**src/rtl/sac_pkg.sv**
```systemverilog
// package: register map, field layout, reset values and timing of the converter control
package sac_pkg;

   // ----------------------------------------------------------------------
   // register indices and byte addresses
   // ----------------------------------------------------------------------
   localparam int          ADDR_W     = 12;
   localparam logic [11:0] RESULT_IDX = 12'h00D0;
   localparam logic [11:0] CTRL_IDX   = 12'h00D1;
   localparam logic [11:0] STAT_IDX   = 12'h00D8;
   localparam logic [11:0] MASK_IDX   = 12'h00D9;

   // byte address of a register index: one aligned word per register
   function automatic logic [ADDR_W-1:0] idx_addr(input logic [11:0] idx);
      idx_addr = {idx[ADDR_W-3:0], 2'b00};
   endfunction : idx_addr

   // ----------------------------------------------------------------------
   // field positions and reset values
   // ----------------------------------------------------------------------
   localparam int          IRQ_EN_BIT = 7;
   localparam int          DONE_BIT   = 6;
   localparam int          GO_BIT     = 5;
   localparam int          PWR_BIT    = 4;
   localparam logic [7:0]  CTRL_RST   = 8'h0040;
   localparam int          EV_DONE    = 0;
   localparam int          EV_ABORT   = 1;
   localparam int          EV_W       = 2;
   localparam logic [1:0]  STAT_RST   = 2'h0;
   localparam logic [1:0]  MASK_RST   = 2'h0;
   localparam logic [7:0]  RESULT_RST = 8'h0000;
   localparam logic [7:0]  SAR_MSB    = 8'h0080;

   // ----------------------------------------------------------------------
   // timing: oscillator divided by twelve, about 70 us at 8 MHz
   // ----------------------------------------------------------------------
   localparam int          CONV_DIV     = 12;
   localparam int          CONV_TIME_NS = 70000;
   localparam int          REF_OSC_MHZ  = 8;
   localparam int          CONV_TICKS   =
      (CONV_TIME_NS * REF_OSC_MHZ + CONV_DIV * 1000 - 1) / (CONV_DIV * 1000);
   localparam int          BIT_TICKS    = CONV_TICKS / 8;
   localparam int          SAMPLE_TICKS = CONV_TICKS - 8 * BIT_TICKS;
   localparam logic [3:0]  DIV_LAST     = 4'(CONV_DIV - 1);
   localparam logic [5:0]  SAMPLE_LAST  = 6'(SAMPLE_TICKS - 1);
   localparam logic [5:0]  BIT_LAST     = 6'(BIT_TICKS - 1);

   // ----------------------------------------------------------------------
   // types
   // ----------------------------------------------------------------------
   typedef enum logic [1:0] {ST_IDLE, ST_SAMPLE, ST_BITS} sac_state_t;

   typedef struct packed {
      logic done_irq_enable;
      logic done;
      logic converter_power_on;
   } sac_ctrl_t;

endpackage : sac_pkg

```
**src/rtl/sac_top.sv**
```systemverilog
// module: successive-approximation converter control with APB registers
`timescale 1ns/10ps
`default_nettype none

// Operation
// - go write with power bit set starts conversion, clears done
// - finished conversion sets done flag
// - go during conversion restarts at once
// - go bit always reads as zero
// - no automatic restart after completion
// - end of conversion raises maskable interrupt
// - interrupt enable bit gates the done request, not the status path
// - done flag read-only, cleared by go
// - power bit on enables, off idles converter
// - no automatic power down in wait
// - reset aborts, control 40h, irq masked
// - approximation clocked at oscillator over twelve
// - about 70us at 8MHz, 8-bit result
// - result readable read-only at 0D0h
module sac_top
   import sac_pkg::*;
(
   input  wire logic              ref_clk_in,
   input  wire logic              rstn_in,
   input  wire logic              clk_en_in,
   input  wire logic              psel_in,
   input  wire logic              penable_in,
   input  wire logic              pwrite_in,
   input  wire logic [ADDR_W-1:0] paddr_in,
   input  wire logic [31:0]       pwdata_in,
   output logic [31:0]            prdata_out,
   output logic                   pready_out,
   output logic                   pslverr_out,
   input  wire logic              comp_in,
   output logic [7:0]             sar_code_out,
   output logic                   sample_out,
   output logic                   busy_out,
   output logic                   power_on_out,
   output logic                   irq_out
);

   // ----------------------------------------------------------------------
   // state
   // ----------------------------------------------------------------------
   logic              pready_ff;
   logic              pslverr_ff;
   logic [31:0]       prdata_ff;
   logic              comp_meta_ff;
   logic              comp_sync_ff;
   sac_ctrl_t         ctrl_ff;
   logic [EV_W-1:0]   stat_ff;
   logic [EV_W-1:0]   mask_ff;
   logic [7:0]        result_ff;
   sac_state_t        state_ff;
   logic [3:0]        div_cnt_ff;
   logic [5:0]        tick_cnt_ff;
   logic [2:0]        bit_idx_ff;
   logic [7:0]        sar_ff;
   logic              sample_ff;
   logic              busy_ff;
   logic              irq_ff;

   logic              access;
   logic              wr_fire;
   logic              hit_result;
   logic              hit_ctrl;
   logic              hit_stat;
   logic              hit_mask;
   logic              mapped;
   logic              go;
   logic              tick;
   logic              bit_end;
   logic              finish;
   logic [EV_W-1:0]   events;
   logic [31:0]       nxt_rdata;

   // one approximation step: keep or drop the trial bit, set the next trial bit
   function automatic logic [7:0] sar_step(
      input logic [7:0] code,
      input logic [2:0] idx,
      input logic       keep
   );
      logic [7:0] c;
      c      = code;
      c[idx] = keep;
      if (idx != 3'h0)
      begin
         c[idx - 3'h1] = 1'b1;
      end
      sar_step = c;
   endfunction : sar_step

   // ----------------------------------------------------------------------
   // apb decode
   // ----------------------------------------------------------------------
   // one wait state so that read data and pready come straight from flops
   assign access     = psel_in && penable_in;
   assign wr_fire    = access && pready_ff && pwrite_in;
   assign hit_result = (paddr_in == idx_addr(RESULT_IDX));
   assign hit_ctrl   = (paddr_in == idx_addr(CTRL_IDX));
   assign hit_stat   = (paddr_in == idx_addr(STAT_IDX));
   assign hit_mask   = (paddr_in == idx_addr(MASK_IDX));
   assign mapped     = hit_result || hit_ctrl || hit_stat || hit_mask;

   // go write counts only with the power bit set in the same write; the start itself is the only trigger
   assign go = wr_fire && hit_ctrl && pwdata_in[GO_BIT]
               && pwdata_in[PWR_BIT];

   // read mux; go position always zero, reserved bits zero
   always_comb
   begin
      nxt_rdata = 32'h0000_0000;
      if (hit_result)
      begin
         nxt_rdata[7:0] = result_ff;
      end
      else if (hit_ctrl)
      begin
         nxt_rdata[IRQ_EN_BIT] = ctrl_ff.done_irq_enable;
         nxt_rdata[DONE_BIT]   = ctrl_ff.done;
         nxt_rdata[GO_BIT]     = 1'b0;
         nxt_rdata[PWR_BIT]    = ctrl_ff.converter_power_on;
      end
      else if (hit_stat)
      begin
         nxt_rdata[EV_W-1:0] = stat_ff;
      end
      else if (hit_mask)
      begin
         nxt_rdata[EV_W-1:0] = mask_ff;
      end
   end

   // ----------------------------------------------------------------------
   // apb answer
   // ----------------------------------------------------------------------
   // pready rises in the second access cycle and drops right after
   always_ff @(posedge ref_clk_in or negedge rstn_in)
   begin
      if (!rstn_in)
      begin
         pready_ff  <= 1'b0;
         pslverr_ff <= 1'b0;
         prdata_ff  <= 32'h0000_0000;
      end
      else if (clk_en_in)
      begin
         pready_ff <= access && !pready_ff;
         if (access && !pready_ff)
         begin
            // unmapped address, or a write to the read-only result
            pslverr_ff <= !mapped || (pwrite_in && hit_result);
            prdata_ff  <= pwrite_in ? 32'h0000_0000 : nxt_rdata;
         end
         else
         begin
            pslverr_ff <= 1'b0;
         end
      end
   end

   // ----------------------------------------------------------------------
   // comparator synchroniser
   // ----------------------------------------------------------------------
   always_ff @(posedge ref_clk_in or negedge rstn_in)
   begin
      if (!rstn_in)
      begin
         comp_meta_ff <= 1'b0;
         comp_sync_ff <= 1'b0;
      end
      else if (clk_en_in)
      begin
         comp_meta_ff <= comp_in;
         comp_sync_ff <= comp_meta_ff;
      end
   end

   // ----------------------------------------------------------------------
   // conversion clock: ref clock divided by twelve
   // ----------------------------------------------------------------------
   // restarted on go so every conversion has the same tick alignment
   assign tick = (state_ff != ST_IDLE) && (div_cnt_ff == DIV_LAST);

   always_ff @(posedge ref_clk_in or negedge rstn_in)
   begin
      if (!rstn_in)
      begin
         div_cnt_ff <= 4'h0;
      end
      else if (clk_en_in)
      begin
         if (go || state_ff == ST_IDLE || div_cnt_ff == DIV_LAST)
         begin
            div_cnt_ff <= 4'h0;
         end
         else
         begin
            div_cnt_ff <= div_cnt_ff + 4'h1;
         end
      end
   end

   // ----------------------------------------------------------------------
   // approximation sequencer
   // ----------------------------------------------------------------------
   assign bit_end = (state_ff == ST_BITS) && tick && (tick_cnt_ff == BIT_LAST);
   assign finish  = bit_end && (bit_idx_ff == 3'h0) && !go
                    && ctrl_ff.converter_power_on;

   // a power-off write idles the sequencer at the same edge; wait mode has no effect here
   always_ff @(posedge ref_clk_in or negedge rstn_in)
   begin
      if (!rstn_in)
      begin
         state_ff    <= ST_IDLE;
         tick_cnt_ff <= 6'h00;
         bit_idx_ff  <= 3'h7;
         sar_ff      <= 8'h0000;
         sample_ff   <= 1'b0;
         busy_ff     <= 1'b0;
      end
      else if (clk_en_in)
      begin
         if (go)
         begin
            // a running conversion is dropped and a fresh one begins
            state_ff    <= ST_SAMPLE;
            tick_cnt_ff <= 6'h00;
            bit_idx_ff  <= 3'h7;
            sar_ff      <= SAR_MSB;
            sample_ff   <= 1'b1;
            busy_ff     <= 1'b1;
         end
         else if (!ctrl_ff.converter_power_on || (wr_fire && hit_ctrl && !pwdata_in[PWR_BIT]))
         begin
            state_ff  <= ST_IDLE;
            sample_ff <= 1'b0;
            busy_ff   <= 1'b0;
         end
         else
         begin
            unique case (state_ff)
               ST_IDLE:
               begin
                  sample_ff <= 1'b0;
                  busy_ff   <= 1'b0;
               end
               ST_SAMPLE:
               begin
                  if (tick && tick_cnt_ff == SAMPLE_LAST)
                  begin
                     state_ff    <= ST_BITS;
                     tick_cnt_ff <= 6'h00;
                     sample_ff   <= 1'b0;
                  end
                  else if (tick)
                  begin
                     tick_cnt_ff <= tick_cnt_ff + 6'h01;
                  end
               end
               ST_BITS:
               begin
                  if (bit_end)
                  begin
                     // comparator high: input is at or above the trial code
                     sar_ff      <= sar_step(sar_ff, bit_idx_ff, comp_sync_ff);
                     tick_cnt_ff <= 6'h00;
                     bit_idx_ff  <= bit_idx_ff - 3'h1;
                     if (bit_idx_ff == 3'h0)
                     begin
                        state_ff <= ST_IDLE;
                        busy_ff  <= 1'b0;
                     end
                  end
                  else if (tick)
                  begin
                     tick_cnt_ff <= tick_cnt_ff + 6'h01;
                  end
               end
            endcase
         end
      end
   end

   // ----------------------------------------------------------------------
   // result register
   // ----------------------------------------------------------------------
   always_ff @(posedge ref_clk_in or negedge rstn_in)
   begin
      if (!rstn_in)
      begin
         result_ff <= RESULT_RST;
      end
      else if (clk_en_in && finish)
      begin
         result_ff <= sar_step(sar_ff, 3'h0, comp_sync_ff);
      end
   end

   // ----------------------------------------------------------------------
   // control register
   // ----------------------------------------------------------------------
   // done is read-only: software writes to bit 6 are ignored
   always_ff @(posedge ref_clk_in or negedge rstn_in)
   begin
      if (!rstn_in)
      begin
         ctrl_ff.done_irq_enable    <= CTRL_RST[IRQ_EN_BIT];
         ctrl_ff.done               <= CTRL_RST[DONE_BIT];
         ctrl_ff.converter_power_on <= CTRL_RST[PWR_BIT];
      end
      else if (clk_en_in)
      begin
         if (wr_fire && hit_ctrl)
         begin
            ctrl_ff.done_irq_enable    <= pwdata_in[IRQ_EN_BIT];
            ctrl_ff.converter_power_on <= pwdata_in[PWR_BIT];
         end
         if (wr_fire && hit_ctrl && pwdata_in[GO_BIT])
         begin
            ctrl_ff.done <= 1'b0;
         end
         else if (finish)
         begin
            ctrl_ff.done <= 1'b1;
         end
      end
   end

   // ----------------------------------------------------------------------
   // event status and mask
   // ----------------------------------------------------------------------
   assign events[EV_DONE]  = finish;
   assign events[EV_ABORT] = go && busy_ff;

   // write one to clear; a new event in the same cycle wins
   always_ff @(posedge ref_clk_in or negedge rstn_in)
   begin
      if (!rstn_in)
      begin
         stat_ff <= STAT_RST;
         mask_ff <= MASK_RST;
      end
      else if (clk_en_in)
      begin
         if (wr_fire && hit_stat)
         begin
            stat_ff <= (stat_ff & ~pwdata_in[EV_W-1:0]) | events;
         end
         else
         begin
            stat_ff <= stat_ff | events;
         end
         if (wr_fire && hit_mask)
         begin
            mask_ff <= pwdata_in[EV_W-1:0];
         end
      end
   end

   // ----------------------------------------------------------------------
   // interrupt request
   // ----------------------------------------------------------------------
   // the done request stays up until a go write clears done or a control write clears the enable bit
   always_ff @(posedge ref_clk_in or negedge rstn_in)
   begin
      if (!rstn_in)
      begin
         irq_ff <= 1'b0;
      end
      else if (clk_en_in)
      begin
         irq_ff <= (ctrl_ff.done && ctrl_ff.done_irq_enable)
                   || (|(stat_ff & mask_ff));
      end
   end

   // ----------------------------------------------------------------------
   // outputs
   // ----------------------------------------------------------------------
   assign prdata_out   = prdata_ff;
   assign pready_out   = pready_ff;
   assign pslverr_out  = pslverr_ff;
   assign sar_code_out = sar_ff;
   assign sample_out   = sample_ff;
   assign busy_out     = busy_ff;
   assign power_on_out = ctrl_ff.converter_power_on;
   assign irq_out      = irq_ff;

endmodule : sac_top

`default_nettype wire

```
**config.mk**
```make
export PLATFORM = sky130hd
export DESIGN_NAME = sac_top
export DESIGN_NICKNAME = d
export VERILOG_FILES = /design/src/rtl/sac_pkg.sv /design/src/rtl/sac_top.sv
export SDC_FILE = /design/constraint.sdc
export NUM_CORES = 1
export LEC_CHECK = 0
export BUFFER_PORTS_ARGS = -buffer_cell sky130_fd_sc_hd__buf_2
export CAP_MARGIN = 20
export CELL_PAD_IN_SITES_DETAIL_PLACEMENT = 1
export CELL_PAD_IN_SITES_GLOBAL_PLACEMENT = 2
export CORE_MARGIN = 2
export CORE_UTILIZATION = 28
export CTS_CLUSTER_DIAMETER = 40
export DETAILED_ROUTE_END_ITERATION = 6
export PLACE_DENSITY = 0.85
export SYNTH_ARGS = -nofsm -noshare
export SYNTH_HDL_FRONTEND = slang
export SYNTH_SLANG_ARGS = --single-unit
export TNS_END_PERCENT = 30
```
**constraint.sdc**
```tcl
create_clock -name ref_clk_in -period 2.1 [get_ports ref_clk_in]
set_input_delay 0.315 -clock ref_clk_in [delete_from_list [all_inputs] [get_ports ref_clk_in]]
set_output_delay 0.315 -clock ref_clk_in [all_outputs]
set_load 0.005 [all_outputs]
```
==> results of run 1 <==
per-stage QoR:
step | setup TNS, ns | power [mW] | cells | hold slack, ns | area (sq um)
5_1_grt | -0.1475 | 1.894 | 544 | 0.1519 | 3993
6_report | 0 | 1.805 | 544 | 0.1533 | 3993
3_3_place_gp | -9.553 | 1.172 | 523 | 0.3183 | 3706
2_1_floorplan | -1.588 | 1.133 | 335 | 0.01941 | 3244
3_5_place_dp | -11.23 | 1.175 | 523 | 0.3235 | 3706
4_1_cts | -0.1690 | 1.833 | 539 | 0.1453 | 3900
kinds of logic after synthesis:
group | Yosys count
multiplexers | 22
adder cells (fa/ha/maj) | 6
AND/OR/NAND/NOR | 93
buffers and inverters | 50
AO/OA/AOI/OAI | 87
other | 1
flip-flops | 53
power breakdown:
| part | total, mW | internal, mW | switching [mW] |
|---|---|---|---|
| sequential | 1.04 | 1.03 | 0.0106 |
| clock | 0.648 | 0.251 | 0.398 |
| combinational | 0.117 | 0.0445 | 0.0725 |
state kept, by name, indices dropped and copies added, names as in the netlist, 2 cells and up:
register,flops
mask_ff,2
stat_ff,2
tick_cnt_ff,6
div_cnt_ff,4
prdata_out,8
ctrl_ff,2
sar_code_out,8
result_ff,8
state_ff,2
bit_idx_ff,3
per-layer routing:
metal	up-vias	share of wire (%)	wire length [microns]
met3	9	3.5	311
li1	1295	-	-
met4	0	1.5	137
met1	1367	45	3971
met5	-	0	0
met2	58	50	4498
cell usage in the layout (no fill, tap or decap), types with 13 or more instances in the layout:
master   Yosys  routed
o21ai_0     23      23
buf_4       25      41
buf_2        0      44
conb_1       1      24
dfrtp_1     49      49
mux2_2      14      14
a21oi_1     14      13
nand2_1     22      22
inv_1       13      13
area by class of cell:
class	count	area, sq um
clock inverter	3	28.78
tap	140	175.2
clock buffer	5	68.82
sequential	53	1331
multi-input combinational	233	1677
timing repair buffer	96	659.4
inverter	14	52.55
fill	1257	6895
timing repair:
| item | 4_1_cts | 5_1_grt |
|---|---|---|
| setup buffers | 7 | 3 |
| hold buffers | 1 | 0 |
| hold endpoints to repair | 18 | 0 |
| cloned | 0 | 2 |
| endpoints found under the setup margin | 21 | 36 |
| resized for setup | 7 | 14 |
| pin swaps | 3 | 7 |
final timing paths:
kind	from	to	slack, ns
min reg2reg	result_ff[5]	prdata_out[5]	0.50
min in group asynchronous	rstn_in	power_on_out	0.49
max in group asynchronous	rstn_in	bit_idx_ff[2]	0.99
min	pwdata_in[5]	ctrl_ff[1]	0.15
max	paddr_in[1]	sar_code_out[5]	0.005
max reg2reg	bit_idx_ff[0]	sar_code_out[5]	0.04
==> flow_summary.ini, run 1 <==
[outcome]
outcome = completed

[critical_path]
end_kind = register
startpoint_type = input pin
crit_family = simple AND/OR/NAND/NOR gates
ff2ff_path_depth = 8
critPathMaxFanout = 7
cp_num_cells = 8
critPathBufInv = 3
crit_required_ns = 2.32
cp_slowest_cell = or4_4
crit_path_frequent_cell = buf_6
worstPathArrival_ns = 2.31
worstSetupPathType = input pin to register
cp_cell_sequence = buf_6 -> or4b_4 -> or4_4 -> nor3_4 -> buf_6 -> nor3_4 -> buf_6 -> a32o_1
cp_slowest_stage_delay_ns = 0.59

[yosys]
yosysMostFrequentCell = dfrtp_1
synth.area.top_cells = dfrtp_1 (39%), buf_4 (6.0%), mux2_2 (5.0%)
yosys.area.top_type = dfrtp_1
synth.area.mux_share_pct = 7.564
synthXorXnorAreaFrac_pct = 0
syn_inst = 312
synth_compound_area_share_pct = 19.47
synth_common_cells = dfrtp_1 (49), buf_4 (25), o21ai_0 (23)
ys.flop_type = dfrtp_1
synth_top_family_by_area = compound AO/OA/AOI/OAI gates
synth_fa_ha_area_share_pct = 2.389
synth_warnings = 0
synthArstFlopShare_pct = 100.0
synth_top_area_share_pct = 39.01
synthesis.area_sq_um = 3143
ys_seq_area_share_pct = 42.36
synth_edf_count = 0
synth-simple-area-share_pct = 18.67
synth_cell_types = 62
ys_ff_latch = 53
syn-mean-instance-area_sq_um = 10.07

[route]
wl_microns = 8918
ant_nets = 0
drc = 0
drt_iter0_markers = 137
drtPass1Iterations = 4
wire_per_inst_microns = 16.39
vias = 2729
viasPerCell = 5.017

[cells_and_area]
antenna_cells = 0
layout-drive-gt1-share_pct = 35.89
syn_to_final_growth_pct = 27.03
nNetsFinal = 460
utilization_pct = 36.67

[grt]
use_met1_pct = 18.47
grt_use_met3_pct = 2.015
grt_max_degree = 34
grt_util_met2_pct = 25.90
track_usage_pct = 14.82
grt_pass1_vias = 2810
grt_pass1_wl_microns = 13920
busiest_layer = met2
antenna_found_initial = 0
grt_overflow = 0

[clocking]
cts_buffer_depth = 2
clk_pin_slew_worst_paths_ns = 0.11
cts_tree = built
cts_sinks = 53
clock_latency_ns = 0.32
cts_root_buffer = clkbuf_8
cts_buffers = 5
htreeDepth = 2

[die]
start_util_pct = 28.87
die_h_microns = 110.0
ioPinCount = 97
rows = 38
core-area_sq_um = 10890
dieArea_sq_um = 12090
fp.dieW_microns = 110.0

[pwr]
power_density_nw_per_um2 = 452.2
power.leakage_nw = 1.934
ir_worst_vdd_mv = 0.2540

[sta]
setup_viol = 0
rsz0062_at_grt = true
fin_skew_ns = 0.007632
worst_pin_slew_ns = 0.5554
layout_min_cycle_time_ns = 2.095
finalHoldViolCount = 0
finalMaxSlewViolations = 0
fmax_mhz = 477.4
timing.final.crit_share_pct = 99.74
setup_slack_ns = 0.005499
slew_headroom_pct = 62.90

[run]
maxCapViolations = 0

[place]
dp.final_hpwl_microns = 6525
numPortBuffers = 45
place_congestion = 0.8415
dp_slack_ns = -0.3469

[min_path]
hp-class = input pin to register
min_path_cells = 2
No activity file was read; power rests on OpenSTA's default activity.
==> run 2: changes to the inputs <==
--- a/config.mk
+++ b/config.mk
@@ -14,6 +14,7 @@
 export CTS_CLUSTER_DIAMETER = 40
 export DETAILED_ROUTE_END_ITERATION = 6
 export PLACE_DENSITY = 0.85
+export RECOVER_POWER = 25
 export SYNTH_ARGS = -nofsm -noshare
 export SYNTH_HDL_FRONTEND = slang
 export SYNTH_SLANG_ARGS = --single-unit
==> flow_summary.ini, run 2 (synthesis gave the netlist of run 1 again) <==
[pwr]
intPower_mw = 1.323
comb_power_share_pct = 6.4
pwr-share-seq_pct = 57.7
swShare_pct = 26.58
ir_worst_vdd_mv = 0.2541
power.leakage_nw = 1.924
p_clk_share_pct = 35.9
power_density_nw_per_um2 = 452.2
p_switching_mw = 0.4790

[sta]
finalHoldViolCount = 0
slew_headroom_pct = 15.82
fin_skew_ns = 0.008307
rsz0062_at_grt = true
timing.final.crit_share_pct = 99.85
worst_pin_slew_ns = 1.263
setup_viol = 0
layout_min_cycle_time_ns = 2.097
finalMaxSlewViolations = 0
fmax_mhz = 476.9

[critical_path]
cp_slowest_stage_delay_ns = 0.60
crit_required_ns = 2.32
worstSetupPathType = input pin to register
crit_path_frequent_cell = buf_6
startpoint_type = input pin
end_kind = register
worstPathArrival_ns = 2.32
critPathMaxFanout = 7
cp_cell_sequence = buf_6 -> or4b_4 -> or4_4 -> nor3_4 -> buf_6 -> buf_4 -> o31ai_1 -> a21o_1
cp_slowest_cell = or4_4

[cells_and_area]
regArea_sq_um = 1331
antenna_cells = 0
utilization_pct = 36.61
layout-drive-gt1-share_pct = 35.15
layout.cells.non_filler = 544
syn_to_final_growth_pct = 26.83
nNetsFinal = 460
layout_common_cells = dfrtp_1 (49), buf_2 (42), buf_4 (40), conb_1 (24), o21ai_0 (23)
layout_commonest_cell = dfrtp_1
fillCellCount = 1260
multi_input_area_sq_um = 1677

[run]
maxCapViolations = 0

[route]
wire_per_inst_microns = 16.33
viasPerCell = 5.017
wl_microns = 8881
drt_iter0_markers = 133
ant_nets = 0
drtPass1Iterations = 4
vias = 2729
drc = 0

[outcome]
outcome = completed

[grt]
grt_overflow = 0
grt_pass1_vias = 2810
grt_pass1_wl_microns = 13920
grt_max_degree = 34
antenna_found_initial = 0
track_usage_pct = 14.82

[clocking]
cts_root_buffer = clkbuf_8
clock_latency_ns = 0.32
cts_buffer_depth = 2
cts_buffers = 5
clk_pin_slew_worst_paths_ns = 0.11
cts_sinks = 53
cts_tree = built
htreeDepth = 2

[min_path]
hp-class = input pin to register

[die]
dieArea_sq_um = 12090
rows = 38
fp.dieW_microns = 110.0
ioPinCount = 97
start_util_pct = 28.87
core-area_sq_um = 10890
die_h_microns = 110.0

[place]
place_congestion = 0.8415
dp.cells = 523
numPortBuffers = 45
dp.final_hpwl_microns = 6525
-- run 2: changes by cell type in the layout (fill, tap and decap cells not counted) --
cell / before / now
clkbuf_1: 0 / 3
buf_4: 41 / 40
buf_2: 44 / 42
-- run 2: routing by layer --
layer,global-route usage [%],vias up,wire [microns]
li1,-,1293,-
met1,18.47,1363,3849
met2,25.90,64,4501
met3,2.015,9,394
met4,5.515,0,136
met5,0,-,0
-- run 2: through the flow --
stage	instance area (sq um)	worst slack [ns]	power, mW	TNS, ns	hold slack [ns]
finish	3986	0.003248	1.803	0	0.1535
global route	3986	-0.04999	1.893	-0.1703	0.1519
detailed placement	3706	-0.3469	1.175	-11.23	0.3235
CTS	3900	-0.03185	1.833	-0.1690	0.1453
floorplan	3244	-0.09378	1.133	-1.588	0.01941
global placement	3706	-0.3027	1.172	-9.553	0.3183
-- run 2: power groups by stage --
stage / combinational (mW) / clock (mW) / sequential (mW)
after floorplan: 0.0761 / 0 / 1.06
after global placement: 0.112 / 0 / 1.06
after detailed placement: 0.115 / 0 / 1.06
after CTS: 0.117 / 0.675 / 1.04
after global routing: 0.130 / 0.720 / 1.04
final: 0.115 / 0.647 / 1.04
-- run 2: timing repair --
item / CTS / global route
buffers inserted: 7 / 3
setup endpoints to repair: 21 / 36
endpoints found under the hold margin: 18 / 0
resized for setup: 7 / 14
hold buffers: 1 / 0
pin swaps: 3 / 7
cloned: 0 / 2
-- run 2: path summary, 6_finish.rpt --
kind / start / endpoint / slack (ns) / cells past startpoint
setup / recovery: paddr_in[1] / sample_out / 0.003 / 8
hold / removal: pwdata_in[5] / ctrl_ff[1] / 0.15 / 2
setup reg to reg: bit_idx_ff[0] / sar_code_out[5] / 0.04 / 8
hold reg to reg: result_ff[5] / prdata_out[5] / 0.50 / 1
max in group asynchronous: rstn_in / bit_idx_ff[2] / 0.48 / 3
min in group asynchronous: rstn_in / power_on_out / 0.78 / 2
-- run 2: final cells by class --
type / count / share of cell area [%]
clock buffers: 5 / 1.726
clock inverters: 3 / 0.7219
inverters: 14 / 1.318
multi-input cells: 233 / 42.06
flip-flops and latches: 53 / 33.40
well taps: 140 / 4.394
repair buffers: 96 / 16.38
-- run 2: worst max-delay path, delay by kind of cell --
family | cells | cell delay, ns
compound gates | 2 | 0.29
buf+inv | 3 | 0.38
simple gates | 3 | 1.35
